===== config.mk =====
export PLATFORM = sky130hd
export DESIGN_NAME = scp_port
export DESIGN_NICKNAME = d
export VERILOG_FILES = /design/src/rtl/scp_sync.v /design/src/rtl/scp_port.v
export VERILOG_INCLUDE_DIRS = /design/src /design/src/inc
export SDC_FILE = /design/constraint.sdc
export NUM_CORES = 1
export LEC_CHECK = 0
export ABC_CLOCK_PERIOD_IN_PS = 5100
export BUFFER_PORTS_ARGS = -buffer_cell sky130_fd_sc_hd__buf_4
export CAP_MARGIN = 20
export CORE_MARGIN = 4
export CORE_UTILIZATION = 54
export DETAILED_ROUTE_END_ITERATION = 8
export GPL_ROUTABILITY_DRIVEN = 0
export HOLD_SLACK_MARGIN = 0.1
export PLACE_DENSITY = 0.81
export SETUP_SLACK_MARGIN = 0.1
export SLEW_MARGIN = 20
export SYNTH_ARGS = -nofsm -noshare
export SYNTH_HDL_FRONTEND = slang
export SYNTH_SLANG_ARGS = --single-unit

===== constraint.sdc =====
create_clock -name clk_i -period 5.1 [get_ports clk_i]
set_clock_uncertainty 0.1 [all_clocks]
set_input_delay 0.765 -clock clk_i [delete_from_list [all_inputs] [get_ports clk_i]]
set_output_delay 0.765 -clock clk_i [all_outputs]
set_load 0.05 [all_outputs]

===== src/inc/scp_defines.vh =====
// Constants for the serial configuration port: instruction layout,
// internal register offsets, field positions and reset values.
// Assumes inclusion by bare name from the rtl files.
//
// Notes on behaviour
// - Frames are taken only while frame_select_n is low; otherwise clock and data ignored.
// - A frame starts at the select fall; the first rising clock edge begins it.
// - Select held low forever keeps the port enabled and streaming frame after frame.
// - Select may rise between bytes of a fixed-length transfer as a stall; in a streaming transfer it ends the frame.
// - Select high puts the data pin in high impedance; secondary functions are enabled only once the port is idle.
// - Every frame opens with a sixteen-bit instruction before any data bytes.
// - Two length bits in the instruction set how many data bytes follow.
// - All data moves as eight-bit bytes.
// - The read/write bit of the instruction decides whether the data pin turns around.
// - Incoming bits are sampled on each rising serial clock edge.
// - Readback bits are driven on falling edges for sampling at the next rise.
// - After the last instruction bit of a read the pin turns to output within half a period.
// - Bit order defaults to MSB first; a config bit selects LSB first, both supported.
// - Clock and select are inputs; data pin is input when writing, output only on readback.
// - Soft reset bit restores user registers to defaults and clears itself.
// - Channel bits pick targets; writes go to all selected, full-select read returns channel 0.

`ifndef SCP_DEFINES_VH
`define SCP_DEFINES_VH

// ****************************************
// Instruction word
// ****************************************
`define SCP_ADDR_W      13
`define SCP_INSTR_LAST  4'hf
`define SCP_BYTE_LAST   4'h7
`define SCP_RW_BIT      15
`define SCP_LEN_HI_BIT  14
`define SCP_LEN_LO_BIT  13
`define SCP_LEN_STREAM  2'h3

// ****************************************
// Internal registers
// ****************************************
`define SCP_ADDR_CFG    13'h0000
`define SCP_ADDR_CHAN   13'h0005
`define SCP_CFG_FIXED   8'h18
`define SCP_CFG_LSB_HI  6
`define SCP_CFG_LSB_LO  1
`define SCP_CFG_SRST_HI 5
`define SCP_CFG_SRST_LO 2
`define SCP_CHAN_N      4
`define SCP_CHAN_DEF    4'hf

`endif


===== src/rtl/scp_sync.v =====
// Two-stage synchroniser for one asynchronous input pin.
// Assumes the output is read only in the clk_i domain.
`timescale 1ns/1ps
module scp_sync #(
    parameter RST_VAL = 1'b0          // Level held during reset
) (
    input  wire clk_i,                // System clock
    input  wire rst_i,                // Synchronous reset, active high
    input  wire d_i,                  // Asynchronous input
    output wire q_o                   // Synchronised level
);

    reg meta_reg;
    reg sync_reg;

    always @(posedge clk_i) begin
        if (rst_i) begin
            meta_reg <= RST_VAL;
            sync_reg <= RST_VAL;
        end else begin
            meta_reg <= d_i;
            sync_reg <= meta_reg;
        end
    end

    assign q_o = sync_reg;

endmodule // scp_sync


===== src/rtl/scp_port.v =====
// Three-wire serial configuration port: instruction and data phases,
// streaming, stalls, bit order, readback turnaround, two internal registers.
// Assumes the serial pins are asynchronous to clk_i and run well below it;
// the user register file answers reg_rd_o in the same cycle on reg_rdata_i.
`timescale 1ns/1ps
`include "scp_defines.vh"
module scp_port (
    input  wire                    clk_i,             // System clock, 100 MHz
    input  wire                    rst_i,             // Synchronous reset, active high
    input  wire                    sclk_i,            // Serial clock pin
    input  wire                    frame_select_n_i,  // Frame select pin, active low
    input  wire                    sdio_i,            // Data pin input level
    output reg                     sdio_o,            // Data pin output value
    output reg                     sdio_oe_o,         // Data pin output enable
    output reg                     alt_func_en_o,     // Secondary pin functions enabled
    output reg  [`SCP_ADDR_W-1:0]  reg_addr_o,        // User register address
    output reg  [7:0]              reg_wdata_o,       // User register write data
    output reg                     reg_wr_o,          // User register write strobe
    output reg  [`SCP_CHAN_N-1:0]  reg_wr_chan_o,     // Channels targeted by write
    output reg                     reg_rd_o,          // User register read strobe
    output reg  [1:0]              reg_rd_chan_o,     // Channel returned by read
    input  wire [7:0]              reg_rdata_i,       // User register read data
    output reg                     soft_reset_o,      // Pulse: restore user defaults
    output wire                    lsb_first_o,       // Current bit order
    output wire [`SCP_CHAN_N-1:0]  chan_sel_o         // Current channel selection
);

    // ****************************************
    // States
    // ****************************************
    localparam [1:0] ST_IDLE  = 2'b00;
    localparam [1:0] ST_INSTR = 2'b01;
    localparam [1:0] ST_DATA  = 2'b10;

    // ****************************************
    // Pin synchronisers
    // ****************************************
    wire sclk_s;
    wire csb_s;
    wire sdio_s;

    scp_sync #(.RST_VAL(1'b0)) u_sync_sclk (
        .clk_i (clk_i),
        .rst_i (rst_i),
        .d_i   (sclk_i),
        .q_o   (sclk_s)
    );

    scp_sync #(.RST_VAL(1'b1)) u_sync_csb (
        .clk_i (clk_i),
        .rst_i (rst_i),
        .d_i   (frame_select_n_i),
        .q_o   (csb_s)
    );

    scp_sync #(.RST_VAL(1'b0)) u_sync_sdio (
        .clk_i (clk_i),
        .rst_i (rst_i),
        .d_i   (sdio_i),
        .q_o   (sdio_s)
    );

    // ****************************************
    // Registers
    // ****************************************
    reg                    sclk_d_reg;
    reg                    csb_d_reg;
    reg [1:0]              state_reg;
    reg [3:0]              cnt_reg;
    reg [15:0]             instr_reg;
    reg [7:0]              rx_reg;
    reg [7:0]              tx_reg;
    reg [`SCP_ADDR_W-1:0]  addr_reg;
    reg                    read_reg;
    reg                    stream_reg;
    reg [1:0]              left_reg;
    reg                    lsb_reg;
    reg [`SCP_CHAN_N-1:0]  chan_reg;

    reg [1:0]              state_next;
    reg [3:0]              cnt_next;
    reg [15:0]             instr_next;
    reg [7:0]              rx_next;
    reg [7:0]              tx_next;
    reg [`SCP_ADDR_W-1:0]  addr_next;
    reg                    read_next;
    reg                    stream_next;
    reg [1:0]              left_next;
    reg                    lsb_next;
    reg [`SCP_CHAN_N-1:0]  chan_next;
    reg                    dout_next;
    reg                    oe_next;
    reg                    alt_next;
    reg [`SCP_ADDR_W-1:0]  raddr_next;
    reg [7:0]              wdata_next;
    reg                    wr_next;
    reg [`SCP_CHAN_N-1:0]  wchan_next;
    reg                    rd_next;
    reg [1:0]              rchan_next;
    reg                    srst_next;
    reg [7:0]              rd_mux;
    reg [1:0]              first_chan;

    // ****************************************
    // Edge detection and shift values
    // ****************************************
    wire sclk_rise = sclk_s & ~sclk_d_reg & ~csb_s;
    wire sclk_fall = ~sclk_s & sclk_d_reg & ~csb_s;
    wire csb_rise  = csb_s & ~csb_d_reg;
    wire mid_byte  = (cnt_reg[2:0] != 3'h0);

    wire [15:0] instr_shift = lsb_reg ? {sdio_s, instr_reg[15:1]}
                                      : {instr_reg[14:0], sdio_s};
    wire [7:0]  rx_shift    = lsb_reg ? {sdio_s, rx_reg[7:1]}
                                      : {rx_reg[6:0], sdio_s};
    wire [`SCP_ADDR_W-1:0] addr_step = lsb_reg ? addr_reg + 13'h0001
                                               : addr_reg - 13'h0001;
    wire [1:0]  len_code    = {instr_shift[`SCP_LEN_HI_BIT], instr_shift[`SCP_LEN_LO_BIT]};

    assign lsb_first_o = lsb_reg;
    assign chan_sel_o  = chan_reg;

    // Lowest selected channel answers a read
    always @* begin
        if (chan_reg[0]) begin
            first_chan = 2'h0;
        end else if (chan_reg[1]) begin
            first_chan = 2'h1;
        end else if (chan_reg[2]) begin
            first_chan = 2'h2;
        end else if (chan_reg[3]) begin
            first_chan = 2'h3;
        end else begin
            first_chan = 2'h0;
        end
    end

    // Readback source for the addressed byte
    always @* begin
        if (reg_addr_o == `SCP_ADDR_CFG) begin
            rd_mux = `SCP_CFG_FIXED | {1'b0, lsb_reg, 4'h0, lsb_reg, 1'b0};
        end else if (reg_addr_o == `SCP_ADDR_CHAN) begin
            rd_mux = {4'h0, chan_reg};
        end else begin
            rd_mux = reg_rdata_i;
        end
    end

    // ****************************************
    // Next-state logic
    // ****************************************
    always @* begin
        state_next  = state_reg;
        cnt_next    = cnt_reg;
        instr_next  = instr_reg;
        rx_next     = rx_reg;
        tx_next     = tx_reg;
        addr_next   = addr_reg;
        read_next   = read_reg;
        stream_next = stream_reg;
        left_next   = left_reg;
        lsb_next    = lsb_reg;
        chan_next   = chan_reg;
        dout_next   = sdio_o;
        raddr_next  = reg_addr_o;
        wdata_next  = reg_wdata_o;
        wchan_next  = reg_wr_chan_o;
        rchan_next  = reg_rd_chan_o;
        wr_next     = 1'b0;
        rd_next     = 1'b0;
        srst_next   = 1'b0;
        oe_next     = (state_reg == ST_DATA) && read_reg && !csb_s;
        alt_next    = (state_reg == ST_IDLE) && csb_s;
        if (reg_rd_o) begin
            tx_next = rd_mux;
        end
        if (csb_rise) begin
            if (mid_byte || (state_reg == ST_INSTR && cnt_reg == 4'h0)
                    || (state_reg == ST_DATA && stream_reg)) begin
                state_next = ST_IDLE;
                cnt_next   = 4'h0;
            end
        end else if (sclk_rise && state_reg != ST_DATA) begin
            state_next = ST_INSTR;
            instr_next = instr_shift;
            cnt_next   = cnt_reg + 4'h1;
            if (cnt_reg == `SCP_INSTR_LAST) begin
                state_next  = ST_DATA;
                cnt_next    = 4'h0;
                read_next   = instr_shift[`SCP_RW_BIT];
                left_next   = len_code;
                stream_next = (len_code == `SCP_LEN_STREAM);
                addr_next   = instr_shift[`SCP_ADDR_W-1:0];
                if (instr_shift[`SCP_RW_BIT]) begin
                    oe_next    = 1'b1;
                    rd_next    = 1'b1;
                    raddr_next = instr_shift[`SCP_ADDR_W-1:0];
                    rchan_next = first_chan;
                end
            end
        end else if (sclk_rise) begin
            rx_next  = rx_shift;
            cnt_next = cnt_reg + 4'h1;
            if (cnt_reg == `SCP_BYTE_LAST) begin
                cnt_next  = 4'h0;
                addr_next = addr_step;
                if (!read_reg) begin
                    if (addr_reg == `SCP_ADDR_CFG) begin
                        lsb_next = rx_shift[`SCP_CFG_LSB_HI] | rx_shift[`SCP_CFG_LSB_LO];
                        if (rx_shift[`SCP_CFG_SRST_HI] | rx_shift[`SCP_CFG_SRST_LO]) begin
                            srst_next = 1'b1;
                            lsb_next  = 1'b0;
                            chan_next = `SCP_CHAN_DEF;
                        end
                    end else if (addr_reg == `SCP_ADDR_CHAN) begin
                        chan_next = rx_shift[`SCP_CHAN_N-1:0];
                    end else begin
                        wr_next    = 1'b1;
                        raddr_next = addr_reg;
                        wdata_next = rx_shift;
                        wchan_next = chan_reg;
                    end
                end
                if (!stream_reg && left_reg == 2'h0) begin
                    state_next = ST_INSTR;
                end else begin
                    if (!stream_reg) begin
                        left_next = left_reg - 2'h1;
                    end
                    if (read_reg) begin
                        rd_next    = 1'b1;
                        raddr_next = addr_step;
                        rchan_next = first_chan;
                    end
                end
            end
        end else if (sclk_fall && state_reg == ST_DATA && read_reg) begin
            dout_next = lsb_reg ? tx_reg[0] : tx_reg[7];
            tx_next   = lsb_reg ? {1'b0, tx_reg[7:1]} : {tx_reg[6:0], 1'b0};
        end else if (state_reg == ST_IDLE && !csb_s) begin
            state_next = ST_INSTR;
        end
    end

    // ****************************************
    // State registers
    // ****************************************
    always @(posedge clk_i) begin
        if (rst_i) begin
            sclk_d_reg    <= 1'b0;
            csb_d_reg     <= 1'b1;
            state_reg     <= ST_IDLE;
            cnt_reg       <= 4'h0;
            instr_reg     <= 16'h0000;
            rx_reg        <= 8'h00;
            tx_reg        <= 8'h00;
            addr_reg      <= {`SCP_ADDR_W{1'b0}};
            read_reg      <= 1'b0;
            stream_reg    <= 1'b0;
            left_reg      <= 2'h0;
            lsb_reg       <= 1'b0;
            chan_reg      <= `SCP_CHAN_DEF;
            sdio_o        <= 1'b0;
            sdio_oe_o     <= 1'b0;
            alt_func_en_o <= 1'b0;
            reg_addr_o    <= {`SCP_ADDR_W{1'b0}};
            reg_wdata_o   <= 8'h00;
            reg_wr_o      <= 1'b0;
            reg_wr_chan_o <= {`SCP_CHAN_N{1'b0}};
            reg_rd_o      <= 1'b0;
            reg_rd_chan_o <= 2'h0;
            soft_reset_o  <= 1'b0;
        end else begin
            sclk_d_reg    <= sclk_s;
            csb_d_reg     <= csb_s;
            state_reg     <= state_next;
            cnt_reg       <= cnt_next;
            instr_reg     <= instr_next;
            rx_reg        <= rx_next;
            tx_reg        <= tx_next;
            addr_reg      <= addr_next;
            read_reg      <= read_next;
            stream_reg    <= stream_next;
            left_reg      <= left_next;
            lsb_reg       <= lsb_next;
            chan_reg      <= chan_next;
            sdio_o        <= dout_next;
            sdio_oe_o     <= oe_next;
            alt_func_en_o <= alt_next;
            reg_addr_o    <= raddr_next;
            reg_wdata_o   <= wdata_next;
            reg_wr_o      <= wr_next;
            reg_wr_chan_o <= wchan_next;
            reg_rd_o      <= rd_next;
            reg_rd_chan_o <= rchan_next;
            soft_reset_o  <= srst_next;
        end
    end

endmodule // scp_port


==> run summary, run 1 <==
### STA
• **total count of max-transition violations in the final report** 0
• **highest clock rate** 337 MHz
• **Fin. Hold Viols** 0
• **Worst slew margin** 23.8%
• **RSZ-0062 raised after global routing** false
• **Worst-Margin Slew** 1140 ps
• **crit share post-route** 58.2%
• **number of endpoints failing setup at the final stage** 0
• **final worst path period need** 2970 ps
• **accumulated negative setup slack** 0 ps

### Power and ir drop
• **fraction of power consumed by combinational cells** 4.3%
• **largest vdd supply drop** 0.000143 V
• **overall power of the completed layout** 1.36 mW
• **Power Density** 227 nW/um^2
• **LEAKAGE** 2.12 nW
• **part of the total power dissipated in the clock network** 36.9%
• **portion of total power attributed to sequential cells** 58.8%
• **fraction of power spent switching nets** 25.3%
• **internal power** 1.02 mW
• **switching power total** 345 uW

### Finish
• **non-filler cells in the finished layout** 805
• **area growth from synthesis to layout** 11.1%
• **number of flip-flops in the largest register** 16
• **Antenna diodes** 0
• **proportion of layout cells with a drive suffix above 1** 15.9%
• **Layout Cell Area excl Fill** 5980 um^2
• **number of fill cells in the layout** 857
• **count of nets after finishing** 695

### Critical path
• **endpoint class of the critical path** flop
• **Worst Path Required** 5210 ps
• **startpoint-to-endpoint class of the critical path** flop to flop
• **critical path arrival** 3070 ps
• **Register-to-Register Setup Slack** 2130 ps
• **critical path launch point type** flop
• **highest fanout seen on the critical path** 13

### Clocking
• **CTS tree** yes
• **Max H-tree Level** 3
• **number of resized instances in the post-cts repair step** 0
• **number of sinks on the clock net** 101
• **cell at the root of the clock tree** sky130_fd_sc_hd__clkbuf_8
• **Hold-fix buffers, CTS** 0
• **Skew-Pair Late Insertion Delay** 380 ps
• **maximum count of clock buffers along a single path** 2
• **TritonCTS Buffers** 9
• **clock slew at reported path FFs** 100 ps
• **post-CTS setup repair buffer count** 0

### Drt
• **DR vias/cell** 6.30
• **initial DRC count** 493
• **average wire length per cell after detail routing** 17.5 um
• **detailed-routing iteration count for the pre-antenna-repair pass** 5
• **sum of routed wire length over all layers** 14.1 mm
• **remaining routing DRC violations** 0
• **total via count in the routed design** 5069
• **antenna-violating nets left** 0

### Synthesis
• **fraction of synthesized cell area taken by the top area cell type** 37.5%
• **number of cells produced by synthesis** 639
• **ranking of synthesized cells by area** sky130_fd_sc_hd__dfxtp_1, sky130_fd_sc_hd__nor2_1, sky130_fd_sc_hd__mux2i_1
• **cell taking the most area after synthesis** sky130_fd_sc_hd__dfxtp_1
• **share of the yosys chip area belonging to registers** 37.5%
• **post-synthesis register bit count** 101
• **Synth warnings** 0
• **proportion of register bits with asynchronous set or reset after synthesis** 0%
• **net count after synthesis** 667
• **area of the mapped netlist** 5390 um^2
• **Post-synth EDFFs** 0
• **commonest register cell after synthesis** sky130_fd_sc_hd__dfxtp_1
• **number of unique standard cell types used by synthesis** 68
• **Avg Inst Size Synth** 8.43 um^2

### Global routing
• **number of global-route vias before repair** 4646
• **GRT overflow** 0
• **GR Util All Layers** 23.7%
• **global-route wire length before repair** 22.4 mm
• **pin count of the biggest net entering global routing** 99
• **antenna violations before repair** 0

### Placement
• **number of cells in the design after placement** 789
• **Detailed Place HPWL** 9.72 mm
• **number of buffer cells added on primary ports** 50
• **placed instance area** 5790 um^2

### Floorplanning
• **die width** 108 um
• **num rows** 36
• **area of the core region** 9730 um^2
• **count of pins on the block boundary** 51
• **die area** 11600 um^2
• **initial core utilization** 55.4%
• **height of the die** 108 um

### Run
• **Max Cap Viol** 0

### Hold path
• **HP Class** flop to flop

### Status
• **outcome** finished, final reports clean

## layout make-up
type                       count  area, um^2  area share (%)
clock buffer                  10         138            2.30
clock inverter                 6        52.6           0.878
inverter                      16        60.1            1.00
multi-input combinational    486        3150            52.6
sequential                   101        2020            33.8
tap                          133         166            2.78
timing repair buffer          53         398            6.65
## synthesized netlist by cell type, types with 3 or more instances
| cell | number |
|---|---|
| sky130_fd_sc_hd__a21o_1 | 6 |
| sky130_fd_sc_hd__inv_1 | 16 |
| sky130_fd_sc_hd__nor2_1 | 96 |
| sky130_fd_sc_hd__nor3_1 | 17 |
| sky130_fd_sc_hd__clkbuf_1 | 21 |
| sky130_fd_sc_hd__and2_1 | 6 |
| sky130_fd_sc_hd__or2_2 | 4 |
| sky130_fd_sc_hd__a31oi_1 | 3 |
| sky130_fd_sc_hd__and3_1 | 5 |
| sky130_fd_sc_hd__o22ai_1 | 3 |
| sky130_fd_sc_hd__o21ai_0 | 20 |
| sky130_fd_sc_hd__dfxtp_1 | 101 |
| sky130_fd_sc_hd__a311oi_1 | 13 |
| sky130_fd_sc_hd__a211oi_2 | 8 |
| sky130_fd_sc_hd__a21oi_1 | 59 |
| sky130_fd_sc_hd__o21bai_1 | 3 |
| sky130_fd_sc_hd__nor2b_1 | 9 |
| sky130_fd_sc_hd__a221oi_1 | 5 |
| sky130_fd_sc_hd__o211ai_1 | 6 |
| sky130_fd_sc_hd__xnor2_1 | 7 |
| sky130_fd_sc_hd__mux2_2 | 14 |
| sky130_fd_sc_hd__or3_1 | 6 |
| sky130_fd_sc_hd__nand3_1 | 11 |
| sky130_fd_sc_hd__a211o_1 | 5 |
| sky130_fd_sc_hd__buf_2 | 10 |
| sky130_fd_sc_hd__nor4_1 | 4 |
| sky130_fd_sc_hd__nand4_1 | 7 |
| sky130_fd_sc_hd__mux2i_1 | 32 |
| sky130_fd_sc_hd__a211oi_1 | 28 |
| sky130_fd_sc_hd__buf_1 | 3 |
| sky130_fd_sc_hd__o32ai_1 | 4 |
| sky130_fd_sc_hd__nand2_1 | 49 |
| sky130_fd_sc_hd__ha_1 | 14 |
## cell families after synthesis
group / count (synthesis) / synth area share, %
AO/OA/AOI/OAI: 187 / 24.2
adder cells (fa/ha/maj): 15 / 3.62
multiplexers: 47 / 9.08
AND/OR/NAND/NOR: 228 / 20.0
buffers and inverters: 52 / 4.13
XOR/XNOR: 9 / 1.46
flip-flops: 101 / 37.5
## cells in the final DEF (no fill, tap or decap), drive strengths merged, types with 7 or more instances in the layout
master	instances
ha	14
buf	53
a21o	7
xnor2	7
mux2	15
o21ai	22
inv	20
dfxtp	101
a311oi	13
nor2	97
nand2	49
clkbuf	10
nand4	7
nor3	17
nor2b	9
and2	7
nand3	11
a211oi	36
mux2i	32
a21oi	60
## critical path: stages, from the launching register on
cell and delay [ps]:
sky130_fd_sc_hd__dfxtp_2 340, sky130_fd_sc_hd__inv_1 380, sky130_fd_sc_hd__ha_1 380, sky130_fd_sc_hd__and2_1 220, sky130_fd_sc_hd__a221oi_1 330, sky130_fd_sc_hd__a21oi_1 160
sky130_fd_sc_hd__o41ai_1 490, sky130_fd_sc_hd__nor3b_1 280, sky130_fd_sc_hd__o32ai_1 110
## per-stage QoR
step / hold WS (ps) / util (%) / setup slack [ps]
finish: 332 / 61.5 / 2130
global route: 347 / 61.5 / 1870
CTS: 339 / 61.5 / 2190
detailed placement: 314 / 59.5 / 2250
global placement: 303 / 59.5 / 2330
floorplan: 289 / - / 1180
## path summary, 6_finish.rpt
path / depth (start not counted) / start / endpoint
setup reg to reg: 8 / lsb_first_o / reg_addr_o[11]
setup / recovery: 8 / lsb_first_o / reg_addr_o[11]
hold / removal: 1 / u_sync_csb.meta_reg / u_sync_csb.q_o
hold reg to reg: 1 / u_sync_csb.meta_reg / u_sync_csb.q_o
## layer usage
layer | global-route usage, % | vias to the layer above | routed length, um
li1 | - | 2401 | -
met1 | 30.7 | 2391 | 6000
met2 | 40.2 | 242 | 6780
met3 | 3.78 | 35 | 1060
met4 | 7.94 | 0 | 291
met5 | 0 | - | 0
## power by group through the flow
stage,Clock (mW),Combinational [mW],Sequential [mW]
after floorplan,0,0.0310,0.827
after global placement,0,0.0570,0.818
after detailed placement,0,0.0581,0.818
after CTS,0.501,0.0584,0.800
after global routing,0.533,0.0635,0.802
final,0.501,0.0587,0.800
(Power assumes the default switching activity.)
==> run 2: changes to the inputs <==
- ABC_CLOCK_PERIOD_IN_PS: 5100 -> 2600
- PLACE_DENSITY: 0.81 -> 0.84
- clock period: 5.1 -> 2.6 ns (I/O delays scaled with it)
==> run 2 against run 1 <==
  * Register-to-register slack worse by 2000 ps
  * Sequential share of layout area is 1.9 points lower
  * Flip-flop and latch count stayed put
  * Final area is 6.0% higher
  * Via count is 3.3% higher
  * Die area stayed put
==> run summary, run 2 (same netlist as run 1, synthesis figures left out) <==
### Status
• **outcome** finished, final reports clean, unchanged

### Critical path
• **startpoint-to-endpoint class of the critical path** flop to flop, unchanged
• **r2r worst-path depth** 7, was 8
• **beginning of the worst register-to-register path** addr_reg[4], was lsb_first_o
• **first element of the critical path** addr_reg[4], was lsb_first_o
• **Worst Path Required** 2790 ps, was 5210 ps
• **highest fanout seen on the critical path** 7, was 13
• **critical path launch point type** flop, unchanged
• **endpoint class of the critical path** flop, unchanged
• **critical path arrival** 2620 ps, was 3070 ps

### Global routing
• **global-route wire length before repair** 24.5 mm, was 22.4 mm
• **antenna violations before repair** 0, unchanged
• **pin count of the biggest net entering global routing** 63, was 99
• **GRT overflow** 0, unchanged
• **number of global-route vias before repair** 5010, was 4646
• **GR Util All Layers** 26.3%, was 23.7%

### Drt
• **DR vias/cell** 6.35, was 6.30
• **average wire length per cell after detail routing** 18.5 um, was 17.5 um
• **sum of routed wire length over all layers** 15.3 mm, was 14.1 mm
• **total via count in the routed design** 5237, was 5069
• **detailed-routing iteration count for the pre-antenna-repair pass** 7, was 5
• **remaining routing DRC violations** 0, unchanged
• **initial DRC count** 513, was 493
• **antenna-violating nets left** 0, unchanged

### Finish
• **proportion of layout cells with a drive suffix above 1** 20.5%, was 15.9%
• **area growth from synthesis to layout** 17.7%, was 11.1%
• **most common cell after layout, fill and taps aside** sky130_fd_sc_hd__dfxtp_1, unchanged
• **number of flip-flops in the largest register** 16, unchanged
• **number of fill cells in the layout** 795, was 857
• **commonest non-fill, non-tap cells in the layout** sky130_fd_sc_hd__dfxtp_1, sky130_fd_sc_hd__nor2_1, sky130_fd_sc_hd__buf_4, was sky130_fd_sc_hd__dfxtp_1, sky130_fd_sc_hd__nor2_1, sky130_fd_sc_hd__a21oi_1
• **count of nets after finishing** 715, was 695
• **Antenna diodes** 0, unchanged

### Power and ir drop
• **Power Density** 458 nW/um^2, was 227 nW/um^2
• **LEAKAGE** 2.27 nW, was 2.12 nW
• **overall power of the completed layout** 2.90 mW, was 1.36 mW
• **largest vdd supply drop** 0.000247 V, was 0.000143 V

### Floorplanning
• **die width** 108 um, unchanged
• **initial core utilization** 55.4%, unchanged
• **area of the core region** 9730 um^2, unchanged
• **num rows** 36, unchanged
• **die area** 11600 um^2, unchanged
• **count of pins on the block boundary** 51, unchanged
• **height of the die** 108 um, unchanged

### STA
• **accumulated negative setup slack** 0 ps, unchanged
• **total count of max-transition violations in the final report** 0, unchanged
• **RSZ-0062 raised after global routing** false, unchanged
• **Fin. Hold Viols** 0, unchanged
• **Worst-Margin Slew** 699 ps, was 1140 ps
• **Worst slew margin** 53.4%, was 23.8%
• **highest clock rate** 412 MHz, was 337 MHz
• **number of endpoints failing setup at the final stage** 0, unchanged
• **crit share post-route** 93.3%, was 58.2%
• **final worst path period need** 2430 ps, was 2970 ps

### Clocking
• **clock slew at reported path FFs** 100 ps, about the same
• **number of sinks on the clock net** 101, unchanged
• **CTS tree** yes, unchanged
• **cell at the root of the clock tree** sky130_fd_sc_hd__clkbuf_8, unchanged
• **TritonCTS Buffers** 9, unchanged
• **maximum count of clock buffers along a single path** 2, unchanged
• **Skew-Pair Late Insertion Delay** 380 ps, about the same
• **Max H-tree Level** 3, unchanged

### Hold path
• **Hold Path Stages** 2, was 1
• **beginning of the worst hold path** sclk_i, was u_sync_csb.meta_reg
• **HP Class** primary input to flop, was flop to flop

### Run
• **Max Cap Viol** 0, unchanged

### Placement
• **number of buffer cells added on primary ports** 50, unchanged
• **Detailed Place HPWL** 11.1 mm, was 9.72 mm

run 2: worst max-delay path, stage by stage (launching register included):
cell and delay [ps]:
sky130_fd_sc_hd__dfxtp_1 400, sky130_fd_sc_hd__or4_1 580, sky130_fd_sc_hd__nor4_4 230, sky130_fd_sc_hd__buf_4 200, sky130_fd_sc_hd__a21o_2 230, sky130_fd_sc_hd__o211ai_1 120, sky130_fd_sc_hd__a211o_1 330, sky130_fd_sc_hd__a21oi_1 160
run 2: repair_timing:
item / 4_1_cts / 5_1_grt
cloned: 0 / 0
hold endpoints to repair: 1 / 0
pin swaps: 0 / 3
gates resized for setup: 1 / 6
setup buffers: 3 / 1
hold buffers: 1 / 0
endpoints found under the setup margin: 5 / 19
run 2: through the flow:
stage / cell area, um^2 / worst slack, ps / hold slack (ps) / util [%] / std cells
CTS: 6300 / 109 / 141 / 64.7 / 824
floorplan: 5520 / -248 / 289 / - / 639
global placement: 6010 / 149 / 292 / 61.8 / 804
global route: 6340 / 93.4 / 136 / 65.2 / 825
finish: 6340 / 173 / 137 / 65.2 / 825
detailed placement: 6010 / 46.0 / 296 / 61.8 / 804
run 2: metal layers:
| metal | global-route usage (%) | routed length [um] | up-vias | part of all wire [%] |
|---|---|---|---|---|
| met3 | 5.16 | 1390 | 76 | 9.1 |
| met2 | 44.5 | 7320 | 262 | 48 |
| met1 | 32.5 | 5870 | 2466 | 38 |
| li1 | - | - | 2433 | - |
| met4 | 11.4 | 718 | 0 | 4.7 |
| met5 | 0 | 0 | - | 0 |
run 2: layout make-up:
type / count / area (um^2) / area share (%)
inverter: 16 / 63.8 / 1.01
tap: 133 / 166 / 2.62
sequential: 101 / 2030 / 31.9
timing repair buffer: 73 / 563 / 8.87
clock inverter: 6 / 118 / 1.85
multi-input combinational: 486 / 3280 / 51.7
clock buffer: 10 / 128 / 2.01
run 2: final timing paths:
path | slack, ps | end
max | 170 | reg_addr_o[0]
max reg2reg | 170 | reg_addr_o[0]
min | 140 | u_sync_sclk.meta_reg
min reg2reg | 320 | u_sync_csb.q_o
run 2: power by group:
group	leakage, nW	internal, mW	total [mW]	switching (mW)
clock network	0.119	0.650	1.22	0.565
logic	1.33	0.0434	0.120	0.0762
registers	0.816	1.56	1.57	0.0111
